`config.mk`:
```
export PLATFORM = sky130hd
export DESIGN_NAME = config_link_top
export DESIGN_NICKNAME = d
export VERILOG_FILES = /design/src/verilog/cfg_link_pkg.sv /design/src/verilog/fault_combine.sv /design/src/verilog/config_link_top.sv
export SDC_FILE = /design/constraint.sdc
export NUM_CORES = 1
export LEC_CHECK = 0
export ABC_CLOCK_PERIOD_IN_PS = 1450
export BUFFER_PORTS_ARGS = -buffer_cell sky130_fd_sc_hd__buf_2
export CORE_ASPECT_RATIO = 0.5
export CORE_MARGIN = 10
export CORE_UTILIZATION = 50
export DETAILED_ROUTE_END_ITERATION = 10
export PLACE_DENSITY = 0.78
export RECOVER_POWER = 100
export SLEW_MARGIN = 25
export SYNTH_ARGS = -nofsm -noshare
export SYNTH_HDL_FRONTEND = slang
export SYNTH_HIERARCHICAL = 1
export SYNTH_SLANG_ARGS = --single-unit
```
`constraint.sdc`:
```
create_clock -name CLOCK -period 1.45 [get_ports CLOCK]
set_input_delay 0.29 -clock CLOCK [delete_from_list [all_inputs] [get_ports CLOCK]]
set_output_delay 0.29 -clock CLOCK [all_outputs]
set_load 0.01 [all_outputs]
```
`src/verilog/cfg_link_pkg.sv`:
```
// Overview of operation
// - Per channel, link fault is the OR of six receive conditions.
// - Fault output low when any condition holds, high only when none holds.
// - Received bit rate outside expected range is a fault condition.
// - Received amplitude below expected level is a fault condition.
// - Transition density below expected minimum is a fault condition.
// - Write strobe copies 8-bit data into latch chosen by 4-bit address.
// - Reset forces every configuration latch to its initialization value.
// - Local-clock force low locks recovery to reference clock, fault held low.
package cfg_link_pkg;
   localparam int NUM_CHANNELS = 4;
   localparam int ADDR_WIDTH = 4;
   localparam int DATA_WIDTH = 8;
   localparam int NUM_LATCHES = 16;
   localparam int NUM_FAULT_CONDITIONS = 6;
   // initialization value of every latch; real per-field values are not modelled here
   localparam logic [7:0] LATCH_RESET_VALUE = 8'h00;
   // receive channel disable field position inside the per-channel latch
   localparam int RX_DISABLE_BIT = 0;
   // per-channel latch sits at address channel + this base
   localparam logic [3:0] CHANNEL_LATCH_BASE = 4'h0;
endpackage : cfg_link_pkg

```
`src/verilog/fault_combine.sv`:
```
`timescale 1ns/1ps
`default_nettype none
module fault_combine (
   input wire logic rate_bad,
   input wire logic amplitude_low,
   input wire logic density_low,
   input wire logic rx_disabled,
   input wire logic local_clock_force_n,
   input wire logic reference_clock_missing,
   output logic link_fault_out_n,
   output logic lock_to_reference
);
   logic any_fault;

   always_comb begin
      any_fault = rate_bad
         | amplitude_low
         | density_low
         | rx_disabled
         | ~local_clock_force_n
         | reference_clock_missing;
      link_fault_out_n = ~any_fault;
      // recovery falls back to the reference whenever data cannot be trusted
      lock_to_reference = any_fault;
   end
endmodule : fault_combine
`default_nettype wire

```
`src/verilog/config_link_top.sv`:
```
`timescale 1ns/1ps
`default_nettype none
module config_link_top #(
   parameter int CHANNELS = cfg_link_pkg::NUM_CHANNELS
) (
   input wire logic CLOCK,
   input wire logic SYS_RST,
   input wire logic CONFIG_WRITE_STROBE_N,
   input wire logic [3:0] CONFIG_ADDR,
   input wire logic [7:0] CONFIG_DATA,
   input wire logic [CHANNELS-1:0] RATE_OUT_OF_RANGE,
   input wire logic [CHANNELS-1:0] AMPLITUDE_LOW,
   input wire logic [CHANNELS-1:0] DENSITY_LOW,
   input wire logic [CHANNELS-1:0] LOCAL_CLOCK_FORCE_N,
   input wire logic [CHANNELS-1:0] REFERENCE_CLOCK_MISSING,
   output logic [CHANNELS-1:0] LINK_FAULT_OUT_N,
   output logic [CHANNELS-1:0] LOCK_TO_REFERENCE,
   output logic [8*cfg_link_pkg::NUM_LATCHES-1:0] CONFIG_LATCHES
);
   logic [7:0] latch_q [cfg_link_pkg::NUM_LATCHES];
   logic [7:0] latch_d [cfg_link_pkg::NUM_LATCHES];
   logic strobe_q;
   logic strobe_d;
   logic write_edge;
   logic write_hit [cfg_link_pkg::NUM_LATCHES];

   // the strobe is level sensitive on the pins; one capture per low phase avoids
   // repeated loads while the host holds it down
   always_comb begin
      strobe_d = CONFIG_WRITE_STROBE_N;
      write_edge = strobe_q & ~CONFIG_WRITE_STROBE_N;
   end

   // reset parks the history at the idle level of the pulled-up strobe, so a strobe
   // that is high at release is never taken for a falling edge
   always_ff @(posedge CLOCK) begin
      if (SYS_RST) begin
         strobe_q <= 1'b1;
      end else begin
         strobe_q <= strobe_d;
      end
   end

   genvar g;
   generate
      for (g = 0; g < cfg_link_pkg::NUM_LATCHES; g++) begin : g_latch
         // address decode per entry keeps each latch a plain enabled flop
         always_comb begin
            write_hit[g] = write_edge && (CONFIG_ADDR == 4'(g));
            latch_d[g] = latch_q[g];
            if (write_hit[g]) begin
               latch_d[g] = CONFIG_DATA;
            end
         end

         always_ff @(posedge CLOCK) begin
            if (SYS_RST) begin
               latch_q[g] <= cfg_link_pkg::LATCH_RESET_VALUE;
            end else begin
               latch_q[g] <= latch_d[g];
            end
         end

         assign CONFIG_LATCHES[8*g +: 8] = latch_q[g];

         // each entry loads only on its own address and clears on reset, writes or not
         a_entry_load: assert property (@(posedge CLOCK) disable iff (SYS_RST)
            write_hit[g] |=> (latch_q[g] == $past(CONFIG_DATA)))
            else $error("addressed latch did not take the data");
         a_entry_keep: assert property (@(posedge CLOCK) disable iff (SYS_RST)
            !write_hit[g] |=> $stable(latch_q[g]))
            else $error("latch changed without its address");
         a_entry_init: assert property (@(posedge CLOCK)
            SYS_RST |=> (latch_q[g] == cfg_link_pkg::LATCH_RESET_VALUE))
            else $error("latch not initialized by reset");
      end
      for (g = 0; g < CHANNELS; g++) begin : g_ch
         // the receive-disable bit lives in the channel's own latch
         localparam int rx_latch = int'(cfg_link_pkg::CHANNEL_LATCH_BASE) + g;
         fault_combine u_fault (
            .rate_bad(RATE_OUT_OF_RANGE[g]),
            .amplitude_low(AMPLITUDE_LOW[g]),
            .density_low(DENSITY_LOW[g]),
            .rx_disabled(latch_q[rx_latch][cfg_link_pkg::RX_DISABLE_BIT]),
            .local_clock_force_n(LOCAL_CLOCK_FORCE_N[g]),
            .reference_clock_missing(REFERENCE_CLOCK_MISSING[g]),
            .link_fault_out_n(LINK_FAULT_OUT_N[g]),
            .lock_to_reference(LOCK_TO_REFERENCE[g])
         );

         a_force_fault: assert property (@(posedge CLOCK) disable iff (SYS_RST)
            !LOCAL_CLOCK_FORCE_N[g] |-> (!LINK_FAULT_OUT_N[g] && LOCK_TO_REFERENCE[g]))
            else $error("forced local clock without fault");
         a_rate_fault: assert property (@(posedge CLOCK) disable iff (SYS_RST)
            RATE_OUT_OF_RANGE[g] |-> !LINK_FAULT_OUT_N[g])
            else $error("rate fault not shown");
         a_amp_fault: assert property (@(posedge CLOCK) disable iff (SYS_RST)
            AMPLITUDE_LOW[g] |-> !LINK_FAULT_OUT_N[g])
            else $error("amplitude fault not shown");
         a_density_fault: assert property (@(posedge CLOCK) disable iff (SYS_RST)
            DENSITY_LOW[g] |-> !LINK_FAULT_OUT_N[g])
            else $error("density fault not shown");
         a_fault_or: assert property (@(posedge CLOCK) disable iff (SYS_RST)
            LINK_FAULT_OUT_N[g] == !(RATE_OUT_OF_RANGE[g] | AMPLITUDE_LOW[g] | DENSITY_LOW[g]
               | latch_q[rx_latch][cfg_link_pkg::RX_DISABLE_BIT] | !LOCAL_CLOCK_FORCE_N[g]
               | REFERENCE_CLOCK_MISSING[g]))
            else $error("fault output not the OR of conditions");
         a_clear_high: assert property (@(posedge CLOCK) disable iff (SYS_RST)
            (LOCAL_CLOCK_FORCE_N[g] && !RATE_OUT_OF_RANGE[g] && !AMPLITUDE_LOW[g]
               && !DENSITY_LOW[g] && !REFERENCE_CLOCK_MISSING[g]
               && !latch_q[rx_latch][cfg_link_pkg::RX_DISABLE_BIT]) |-> LINK_FAULT_OUT_N[g])
            else $error("fault shown with no condition");
         a_disable_fault: assert property (@(posedge CLOCK) disable iff (SYS_RST)
            latch_q[rx_latch][cfg_link_pkg::RX_DISABLE_BIT] |-> !LINK_FAULT_OUT_N[g])
            else $error("disabled channel not shown as fault");
         a_refclk_fault: assert property (@(posedge CLOCK) disable iff (SYS_RST)
            REFERENCE_CLOCK_MISSING[g] |-> !LINK_FAULT_OUT_N[g])
            else $error("missing reference not shown as fault");
         // recovery leaves the data stream whenever the channel reports a fault
         a_lock_match: assert property (@(posedge CLOCK) disable iff (SYS_RST)
            LOCK_TO_REFERENCE[g] == !LINK_FAULT_OUT_N[g])
            else $error("recovery source disagrees with fault output");
      end
   endgenerate

   // check helper: captures counted inside one low phase of the strobe, so an edge
   // detector that loaded again on a held strobe would show a count of two
   logic [1:0] phase_writes_q;
   logic [1:0] phase_writes_d;

   always_comb begin
      phase_writes_d = phase_writes_q;
      if (CONFIG_WRITE_STROBE_N) begin
         phase_writes_d = 2'h0;
      end else if (write_edge && (phase_writes_q != 2'h3)) begin
         phase_writes_d = phase_writes_q + 2'h1;
      end
   end

   always_ff @(posedge CLOCK) begin
      if (SYS_RST) begin
         phase_writes_q <= 2'h0;
      end else begin
         phase_writes_q <= phase_writes_d;
      end
   end

   a_one_capture: assert property (@(posedge CLOCK) disable iff (SYS_RST)
      phase_writes_q <= 2'h1)
      else $error("held strobe captured more than once");
   a_strobe_idle: assert property (@(posedge CLOCK)
      SYS_RST |=> strobe_q)
      else $error("strobe history not cleared by reset");

   a_write_load: assert property (@(posedge CLOCK) disable iff (SYS_RST)
      (strobe_q && !CONFIG_WRITE_STROBE_N) |=> (latch_q[$past(CONFIG_ADDR)] == $past(CONFIG_DATA)))
      else $error("write did not load latch");
   a_no_write_hold: assert property (@(posedge CLOCK) disable iff (SYS_RST)
      !(strobe_q && !CONFIG_WRITE_STROBE_N) |=> $stable(CONFIG_LATCHES))
      else $error("latch changed without write");
   a_reset_init: assert property (@(posedge CLOCK)
      SYS_RST |=> (latch_q[0] == cfg_link_pkg::LATCH_RESET_VALUE
         && latch_q[15] == cfg_link_pkg::LATCH_RESET_VALUE))
      else $error("latches not initialized by reset");

   c_write: cover property (@(posedge CLOCK) disable iff (SYS_RST)
      strobe_q && !CONFIG_WRITE_STROBE_N);
   c_fault: cover property (@(posedge CLOCK) disable iff (SYS_RST) !LINK_FAULT_OUT_N[0]);
   c_clear: cover property (@(posedge CLOCK) disable iff (SYS_RST) LINK_FAULT_OUT_N[0]);
   c_force: cover property (@(posedge CLOCK) disable iff (SYS_RST) !LOCAL_CLOCK_FORCE_N[0]);
   c_reset_write: cover property (@(posedge CLOCK) SYS_RST && !CONFIG_WRITE_STROBE_N);
endmodule : config_link_top
`default_nettype wire

```
---- Word level (Yosys, flattened, before mapping) ----
Memory sizes are Yosys's and may differ from the RTL's.
Index checks and enable logic that the tools add are counted.
W data, S select, Z words.
word-level totals
  flip-flop bits (word level) ............. 1
  bits in writable memories ............... 128
  input bits .............................. 35
  output and inout bits ................... 136
  logic and storage cells ................. 115
  memories kept ........................... 1
memory list
  name     depth  width  rd ports  clocked after memory_dff  wr ports  line                   text
  latch_q  16     8      16        0                         16        config_link_top.sv:20  logic [7:0] latch_q [cfg_link_pkg::NUM_LATCHES];
cells by class
  equality and inequality tests ........... 15
  mux-type cells .......................... 35
  bitwise gates (word level) .............. 46
  reduce and logical (&&, ||, !) cells .... 17
operators with widths
  kind                  number
  $mux W8               32
  $or A1 B1 Y1          36
  $eq A4 B4 Y1 const B  8
  $eq A4 B3 Y1 const B  4
  $logic_and A1 B1 Y1   16
  $not A1 Y1            9
  $eq A4 B2 Y1 const B  2
  $eq A4 B1 Y1 const B  1
  $logic_not A4 Y1      1
  $mux W1               3
  $and A1 B1 Y1         1

---- Depth between registers and ports, before layout ----
Gate-level depths: netlist of the first run.
  depth after elaboration ................. 6
  depth in mapped cells ................... 6
  mapped depth without buffers ............ 3

---- Modules after synthesis ----
The synthesis of the first run kept the hierarchy.
by module, submodules not included
  module           times used  cells each  area each (um^2)  seq. area each (um^2)
  config_link_top  1           457         5,078.6           2,582.5
  fault_combine    4           4           26.3              0.0

---- Least setup slack after synthesis of the first run ----
Ideal clock, no wire load.
  kind .................................... input port to flip-flop
  from .................................... in CONFIG_ADDR[1]
  to ...................................... mem latch_q[2][1], in the netlist latch_q[1][1]
  library setup time ...................... 0.072 ns
  data arrival time ....................... 1.204 ns
  data required time ...................... 1.378 ns
  setup slack ............................. 0.174 ns
  cell stages on the path ................. 6
  buffers on the path ..................... 3
  cells stage by stage .................... buf_4 nor2b_1 clkbuf_1 and2_1 buf_4 mux2i_1
RTL lines
  item             line                   text
  start, declared  config_link_top.sv:9   input wire logic [3:0] CONFIG_ADDR,
  end, declared    config_link_top.sv:20

==> results of run 1 <==
==> cells in the final DEF (no fill, tap or decap) <==
cell | Yosys | routed
and2_0 | 0 | 1
and4b_1 | 5 | 5
and4bb_1 | 0 | 1
and4bb_2 | 2 | 1
buf_12 | 0 | 8
buf_2 | 5 | 37
buf_4 | 3 | 10
bufinv_16 | 0 | 1
clkbuf_1 | 31 | 135
clkbuf_16 | 0 | 17
clkbuf_2 | 0 | 2
clkbuf_8 | 0 | 5
clkinv_2 | 0 | 3
clkinvlp_4 | 0 | 1
dfxtp_1 | 129 | 129
mux2i_1 | 128 | 128
nand2_1 | 1 | 4
nand2_2 | 11 | 8
nand2b_1 | 136 | 136
nand3_2 | 4 | 4
nand4b_1 | 4 | 4
nor2_1 | 9 | 9
nor2b_1 | 2 | 2
nor4b_4 | 1 | 1
or2_2 | 1 | 1
==> final cells by class <==
class | count | share of cell area
clock buffers | 25 | 0.0758
clock inverters | 5 | 0.00788
flip-flops and latches | 129 | 0.387
well taps | 140 | 0.0263
multi-input cells | 305 | 0.364
repair buffers | 189 | 0.139
==> power by group <==
| group | switching [mW] | internal, mW |
|---|---|---|
| clock network | 1.47 | 2.56 |
| registers | 0.0238 | 3.59 |
| logic | 0.254 | 0.223 |
| total | 1.75 | 6.37 |
==> critical path, stage by stage, from the launching register on <==
cell and delay [ns]:
dfxtp_1 0.32, and4b_1 0.23, clkbuf_1 0.16
==> synthesized netlist by cell type <==
master / n / area [um^2]
nand2b_1: 136 / 851
dfxtp_1: 129 / 2580
mux2i_1: 128 / 1280
clkbuf_1: 31 / 116
nand2_2: 11 / 68.8
nor2_1: 9 / 33.8
and4b_1: 5 / 50.1
buf_2: 5 / 25.0
nand3_2: 4 / 40.0
nand4b_1: 4 / 35.0
buf_4: 3 / 22.5
and4bb_2: 2 / 25.0
nor2b_1: 2 / 12.5
and2_1: 1 / 6.26
nand2_1: 1 / 3.75
nor4b_4: 1 / 23.8
or2_2: 1 / 6.26
==> state kept, by name, summed over array words and instances (netlist names) <==
signal and cells:
latch_q 128, strobe_q 1
==> per-layer routing <==
metal  part of all wire  track usage
met1               0.44        0.225
met2               0.48        0.312
met3              0.067       0.0508
met4              0.012       0.0673
met5                  0            0
==> stage by stage <==
| step | instances | hold slack, ns |
|---|---|---|
| 6_report | 793 | 0.167 |
| 5_1_grt | 793 | 0.156 |
| 2_1_floorplan | 473 | 0.397 |
| 4_1_cts | 793 | 0.152 |
| 3_5_place_dp | 763 | 0.462 |
| 3_3_place_gp | 763 | 0.456 |
==> cells by family (layout without fill, tap and decap cells) <==
| kind of cell | Yosys count | in the layout |
|---|---|---|
| buffers and inverters | 39 | 219 |
| flip-flops | 129 | 129 |
| multiplexers | 128 | 128 |
| AND/OR/NAND/NOR | 177 | 177 |
==> final timing paths <==
path | startpoint | end | slack [ns] | cells after the start
setup reg to reg | strobe_q | latch_q[3][15] | 0.08 | 3
hold / removal | CONFIG_WRITE_STROBE_N | strobe_q | 0.17 | 2
setup / recovery | latch_q[1][8] | LINK_FAULT_OUT_N[3] | 0.04 | 2
hold reg to reg | latch_q[7][5] | latch_q[7][5] | 0.47 | 2
==> results_dict.tcl, run 1 <==
set metrics [dict create \
    endpoint_kind "output port" \
    cp_max_fo 4 \
    wl_per_cell_um 18.1 \
    io_pins 171 \
    synthSimpleGateAreaFrac 0.223 \
    max_freq_ghz 0.711 \
    synthMuxAreaShare 0.247 \
    hold_viol 0 \
    die-area_um2 15100 \
    synth-xor-area-share 0 \
    drv_slew 0 \
    tns_ns 0 \
    chipHeight_um 92 \
    cts.sinks 129 \
    multiInputGateArea_um2 2430 \
    numCtsBuffers 17 \
    diodes 0 \
    port_buffers 170 \
    gp_congestion 0.734 \
    ff_latch_area_um2 2580 \
    fin_crit_ns 1.41 \
    area_delta_synth_final_pct 28.7 \
    drt_iter0_drc 196 \
    fillers 885 \
    synthAdderAreaFrac 0 \
    routed_via_density 4.94 \
    postCtsSetupBuffers 0 \
    worstPathArrival_ns 1.12 \
    synth_cell_types 17 \
    finalSetupViolations 0 \
    cts_resized 0 \
    ant_nets 0 \
    p_per_area_nw_per_um2 1220 \
    grt_max_degree 51 \
    synth_top_family_by_area "multiplexers" \
    finalClockSkew_ns 0.00668 \
    clock_latency_ns 0.41 \
    yosysSeqAreaShare 0.498 \
    die_w_um 164 \
    cts_root_buffer "clkbuf_16" \
    start_util 0.511 \
    synth_compound_area_frac 0 \
    rsz0062_at_grt "no" \
    drc 0 \
    postLayoutCellArea_um2 6670 \
    clockBufferDepth 2 \
    min_path_type "input port to flip-flop" \
    drv_cap 0 \
    fin_ws_ns 0.0441 \
    ys_seq_elements 129 \
    nets 677 \
    pre_cts_slack_ns 0.00822 \
    cts.clk_slew.worst_paths_ns 0.05 \
    h-tree-depth 4 \
    p_leak_nw 3.24 \
    ir_drop_uv 707 \
    ys_warn_count 6 \
    required_ns 1.16 \
    power.total_mw 8.12 \
    timing.final.crit_share 0.970 \
    crit_type "flip-flop to output port" \
    final_layout_size_suffix_gt1_frac 0.152 \
    start_kind "flip-flop" \
    route.vias.total 3916 \
    syn_nets 508 \
    grt_pass1_wl_um 22100 \
    detailedPlacementHpwl_um 10100 \
    rows 26 \
    drt-pass1-iter-count 4 \
    tritoncts "done" \
    relSlewSlack 0.693 \
    syn_avg_cell_area_um2 11.0 \
    grt_pass1_vias 4057 \
    ctsHoldBuffers 0 \
    syn_inst 473 \
    place_area_um2 6300 \
    final_util 0.657 \
    grt_overflow 0 \
    core_area_um2 10100 \
    antenna_found_initial 0 \
    tightest_slew_ns 0.459 \
    grtUsageTotal 0.186 \
    totalWireLength_um 14300 \
    status "finished, final reports clean" \
    syn_area_um2 5180 \
]
Note: power is estimated with default switching activity, not from simulation.
==> inputs of run 2 (changes only) <==
==> constraint.sdc (replaced) <==
create_clock -name CLOCK -period 1.45 [get_ports CLOCK]
set_input_delay 0.29 -clock CLOCK [delete_from_list [all_inputs] [get_ports CLOCK]]
set_output_delay 0.29 -clock CLOCK [all_outputs]
set_load 0.1 [all_outputs]
==> run 2 against run 1 <==
- combinational power up 63%
- worst hold slack got worse by 0.025 ns
- cell count is 0.13% higher
- register-to-register slack got worse by 0.02 ns
- clock power is 8.9% higher
- critical path type unchanged
- clock skew fell by 0.00067 ns
- global-route usage increased by 0.26 points
- via count decreased by 0.77%
- setup slack got worse by 0.12 ns
- flip-flop and latch count is the same
- die area is the same
- non-clock buffer count is 1 lower
- the run now ends with setup timing left
==> results_dict.tcl, run 2 (same netlist as run 1, synthesis figures left out) <==
set metrics [dict create \
    grt_max_degree 55 \
    p_per_area_nw_per_um2 1200 \
    ff_latch_area_um2 2590 \
    tightest_slew_ns 0.782 \
    power.total_mw 8.77 \
    worstPathArrival_ns 1.23 \
    hold_viol 0 \
    drv_slew 0 \
    p_leak_nw 3.77 \
    timing.hold.ws_ns 0.142 \
    cts.sinks 129 \
    fin_crit_ns 1.52 \
    drt_iter0_drc 182 \
    h-tree-depth 4 \
    diodes 0 \
    die_w_um 164 \
    antenna_found_initial 0 \
    drv_cap 0 \
    cp_slowest_cell "dfxtp_4" \
    tritoncts "done" \
    die-area_um2 15100 \
    nets 676 \
    ant_nets 0 \
    clockBufferDepth 2 \
    mostFrequentLayoutCells "136 x nand2b_1, 128 x mux2i_1, 126 x dfxtp_1" \
    fin_ws_ns -0.0741 \
    multiInputGateArea_um2 2430 \
    top_register "latch_q" \
    relSlewSlack 0.479 \
    final_layout_size_suffix_gt1_frac 0.370 \
    crit_type "flip-flop to output port" \
    grt_pass1_wl_um 22500 \
    final_common_cell "nand2b_1" \
    timing.final.crit_share 1.05 \
    ctsHoldBuffers 0 \
    chipHeight_um 92 \
    drc 0 \
    area_delta_synth_final_pct 41.0 \
    placed_cells 761 \
    drt-pass1-iter-count 4 \
    reg.largest.list "latch_q: 128 flops, strobe_q: 1 flops" \
    detailedPlacementHpwl_um 10100 \
    core_area_um2 10100 \
    route.vias.total 3886 \
    largest_reg_flops 128 \
    routed_via_density 4.89 \
    hold_end "strobe_q" \
    grtUsageTotal 0.189 \
    grt_overflow 0 \
    finalSetupViolations 9 \
    totalWireLength_um 14500 \
    numCtsBuffers 17 \
    hold_start "CONFIG_WRITE_STROBE_N" \
    required_ns 1.16 \
    path_buf_inv 1 \
    reg2reg_from "strobe_q" \
    violations "setup timing" \
    min_path_cells 2 \
    clock_latency_ns 0.41 \
    stdcell_count 794 \
    reg2reg_slack_ns 0.06 \
    fillers 733 \
    endpoint_kind "output port" \
    port_buffers 170 \
    cp_max_fo 4 \
    finalClockSkew_ns 0.00600 \
    grt_pass1_vias 4041 \
    cp_slowest_stage_delay_ns 0.34 \
    ir_drop_uv 924 \
    max_freq_ghz 0.656 \
    ff2ff_path_depth 3 \
    rows 26 \
    cts.clk_slew.worst_paths_ns 0.06 \
    r2r_end "latch_q[5][5]" \
    rsz0062_at_grt "yes" \
    gp_congestion 0.743 \
    cp_cell_sequence "and4b_2 > buf_12" \
    start_util 0.511 \
    start_kind "flip-flop" \
    min_path_type "input port to flip-flop" \
    crit_family "flip-flops" \
    io_pins 171 \
    cts_root_buffer "clkbuf_16" \
    status "finished, violations left" \
    wl_per_cell_um 18.3 \
]
run 2: how the worst max path moves through the flow:
stage | from | endpoint | slack (ns) | cells past startpoint
2_1_floorplan | latch_q[0][0] | LOCK_TO_REFERENCE[0] | -0.30 | 1
4_1_cts | latch_q[0][8] | LINK_FAULT_OUT_N[1] | -0.10 | 2
6_report | latch_q[0][8] | LINK_FAULT_OUT_N[1] | -0.07 | 2
3_5_place_dp | CONFIG_WRITE_STROBE_N | latch_q[7][15] | -0.02 | 4
3_3_place_gp | CONFIG_WRITE_STROBE_N | latch_q[7][8] | 0.02 | 4
5_1_grt | latch_q[0][8] | LINK_FAULT_OUT_N[1] | -0.11 | 2
run 2: layout make-up:
| class | count | share of cell area |
|---|---|---|
| Clock buffer | 22 | 0.0691 |
| Multi-Input combinational cell | 305 | 0.332 |
| Timing Repair Buffer | 188 | 0.203 |
| Clock inverter | 10 | 0.0164 |
| Tap cell | 140 | 0.0240 |
| Sequential cell | 129 | 0.355 |
run 2: repair_timing:
action | CTS | global route
endpoints found under the setup margin | 136 | 11
resized for setup | 127 | 2
setup buffers | 1 | 0
run 2: routing by layer:
layer,track usage,vias to the layer above,share of wire
met2,0.311,106,0.48
met3,0.0566,15,0.070
met1,0.231,1853,0.44
li1,-,1912,-
met4,0.0651,0,0.013
met5,0,-,0
run 2: stage by stage:
| stage | utilization | setup TNS [ns] | setup slack (ns) | cell area [um^2] |
|---|---|---|---|---|
| floorplan | - | -1.21 | -0.302 | 5200 |
| CTS | 0.724 | -0.550 | -0.100 | 7350 |
| detailed placement | 0.631 | -0.0423 | -0.0187 | 6400 |
| global route | 0.720 | -1.89 | -0.114 | 7310 |
| global placement | 0.631 | 0 | 0.0240 | 6400 |
| finish | 0.720 | -0.327 | -0.0741 | 7310 |
run 2: report_power, final:
group	leakage (nW)	total (mW)	internal, mW	switching (mW)
Combinational	2.43	0.779	0.247	0.532
Clock	0.301	4.39	2.83	1.56
Sequential	1.04	3.60	3.58	0.0231
==> inputs of run 3 (changes only) <==
--- a/config.mk
+++ b/config.mk
@@ -9,12 +9,11 @@
 export BUFFER_PORTS_ARGS = -buffer_cell sky130_fd_sc_hd__buf_2
 export CORE_ASPECT_RATIO = 0.5
 export CORE_MARGIN = 10
-export CORE_UTILIZATION = 50
+export CORE_UTILIZATION = 51
 export DETAILED_ROUTE_END_ITERATION = 10
-export PLACE_DENSITY = 0.78
+export PLACE_DENSITY = 0.79
 export RECOVER_POWER = 100
 export SLEW_MARGIN = 25
 export SYNTH_ARGS = -nofsm -noshare
 export SYNTH_HDL_FRONTEND = slang
-export SYNTH_HIERARCHICAL = 1
 export SYNTH_SLANG_ARGS = --single-unit
==> run 3 against run 2 <==
- the run still ends with setup timing left
- flip-flop and latch count unchanged
- setup slack worse by 0.15 ns
- routed wire length up 0.88%
- clock-buffer cell count down 3
==> results_dict.tcl, run 3 <==
set metrics [dict create \
    status "finished, violations left" \
    violations "setup timing" \
    die_w_um 164 \
    start_util 0.519 \
    ys_seq_elements 129 \
    tightest_slew_ns 0.700 \
    yosysSeqAreaShare 0.490 \
    fillers 720 \
    timing.final.crit_share 1.15 \
    mostFrequentLayoutCells "136 x nand2b_1, 128 x mux2i_1, 125 x dfxtp_1" \
    yosysMostFrequentCell "nand2b_1" \
    synthMuxAreaShare 0.243 \
    p_per_area_nw_per_um2 1200 \
    grt_max_degree 51 \
    routed_via_density 4.86 \
    cp_slowest_stage_delay_ns 0.32 \
    wl_per_cell_um 18.2 \
    syn_avg_cell_area_um2 10.9 \
    finalSetupViolations 17 \
    area_delta_synth_final_pct 40.5 \
    largest_reg_flops 128 \
    ant_nets 0 \
    crit_family "simple AND/OR/NAND/NOR gates" \
    worstPathArrival_ns 1.38 \
    rsz0062_at_grt "yes" \
    ctsHoldBuffers 0 \
    required_ns 1.16 \
    finalClockSkew_ns 0.00562 \
    reg2reg_from "strobe_q" \
    start_kind "flip-flop" \
    cts.clk_slew.worst_paths_ns 0.06 \
    numCtsBuffers 17 \
    synth_compound_area_frac 0 \
    drv_cap 0 \
    final_layout_size_suffix_gt1_frac 0.392 \
    drc 0 \
    tns_ns -1.49 \
    yosys-top-cells-area "dfxtp_1 49%, mux2i_1 24%, nand2b_1 16%" \
    clockBufferDepth 2 \
    diodes 0 \
    crit_type "flip-flop to output port" \
    synth-xor-area-share 0 \
    drv_slew 0 \
    yosys-top-cells-count "136 x nand2b_1, 129 x dfxtp_1, 128 x mux2i_1" \
    drt-pass1-iter-count 4 \
    rows 26 \
    path_buf_inv 2 \
    endpoint_kind "output port" \
    min_path_type "input port to flip-flop" \
    antenna_found_initial 0 \
    cp_slowest_cell "dfxtp_2" \
    totalWireLength_um 14600 \
    postLayoutCellArea_um2 7400 \
    power.total_mw 8.87 \
    top_register "latch_q" \
    startpoint "latch_q[2][0]" \
    syn_inst 482 \
    max_freq_ghz 0.598 \
    synth_flop_cell "dfxtp_1" \
    reg.largest.list "latch_q: 128 flops, strobe_q: 1 flops" \
    grtUsageTotal 0.189 \
    h-tree-depth 4 \
    stdcell_count 805 \
    fin_ws_ns -0.223 \
    synth_top_family_by_area "multiplexers" \
    die-area_um2 15000 \
    final_util 0.729 \
    syn_nets 517 \
    port_buffers 170 \
    p_leak_nw 3.83 \
    ys_warn_count 0 \
    place_area_um2 6390 \
    synthSimpleGateAreaFrac 0.214 \
    cp_max_fo 2 \
    synth.largest_area_cell "dfxtp_1" \
    nets 687 \
    route.vias.total 3911 \
    syn_area_um2 5270 \
    grt_overflow 0 \
    timing.hold.ws_ns 0.144 \
    fin_crit_ns 1.67 \
    synth_cell_types 23 \
    clock_latency_ns 0.40 \
    placed_cells 772 \
    io_pins 171 \
    hold_start "CONFIG_WRITE_STROBE_N" \
    drt_iter0_drc 182 \
    core_area_um2 10100 \
    chipHeight_um 91.9 \
    grt_pass1_wl_um 22700 \
    ir_drop_uv 993 \
    synth_edf_count 0 \
    pre_cts_slack_ns -0.0866 \
    hold_viol 0 \
    netlist.area_leader.share 0.490 \
    cts.sinks 129 \
    detailedPlacementHpwl_um 10200 \
    async_flop_share 0 \
    grt_pass1_vias 4180 \
    final_common_cell "nand2b_1" \
    tritoncts "done" \
    cts_root_buffer "clkbuf_16" \
    relSlewSlack 0.533 \
    synthAdderAreaFrac 0 \
    cp_cell_sequence "nor4_2 > and3b_2 > buf_6 > buf_12" \
    gp_congestion 0.740 \
]
-- run 3: per-layer routing --
metal | track usage | part of all wire
met4 | 0.0422 | 0.0077
met1 | 0.221 | 0.42
met2 | 0.334 | 0.52
met3 | 0.0571 | 0.054
met5 | 0 | 0
-- run 3: final timing paths --
path                    endpoint  slack [ns]  cells past startpoint
min                     strobe_q        0.14                      2
max reg2reg        latch_q[3][1]       -0.05                      4
max          LINK_FAULT_OUT_N[2]       -0.22                      4
min reg2reg        latch_q[8][4]        0.47                      2
-- run 3: final cells by class --
| cell class | instances | area [um^2] | area share |
|---|---|---|---|
| Inverter | 4 | 17.5 | 0.00237 |
| Sequential cell | 129 | 2590 | 0.350 |
| Multi-Input combinational cell | 298 | 2410 | 0.326 |
| Timing Repair Buffer | 202 | 1580 | 0.213 |
| Clock inverter | 13 | 186 | 0.0252 |
| Tap cell | 140 | 175 | 0.0237 |
| Clock buffer | 19 | 443 | 0.0599 |
-- run 3: timing repair --
item / in CTS / in global routing
setup endpoints to repair: 161 / 40
buffers inserted: 1 / 0
resized for setup: 144 / 20
pin swaps: 7 / 2
-- run 3: kinds of logic (layout without fill, tap and decap cells) --
logic type             count (synthesis)  in the layout
muxes                                128            128
and+or+nand+nor                      170            170
buffers and inverters                 55            238
DFF                                  129            129
-- run 3: report_power, final --
| part | total, mW | switching (mW) | leakage (nW) | internal [mW] |
|---|---|---|---|---|
| clock | 4.47 | 1.55 | 0.307 | 2.93 |
| sequential | 3.61 | 0.0233 | 1.04 | 3.59 |
| combinational | 0.792 | 0.536 | 2.48 | 0.255 |
| total | 8.87 | 2.11 | 3.83 | 6.77 |
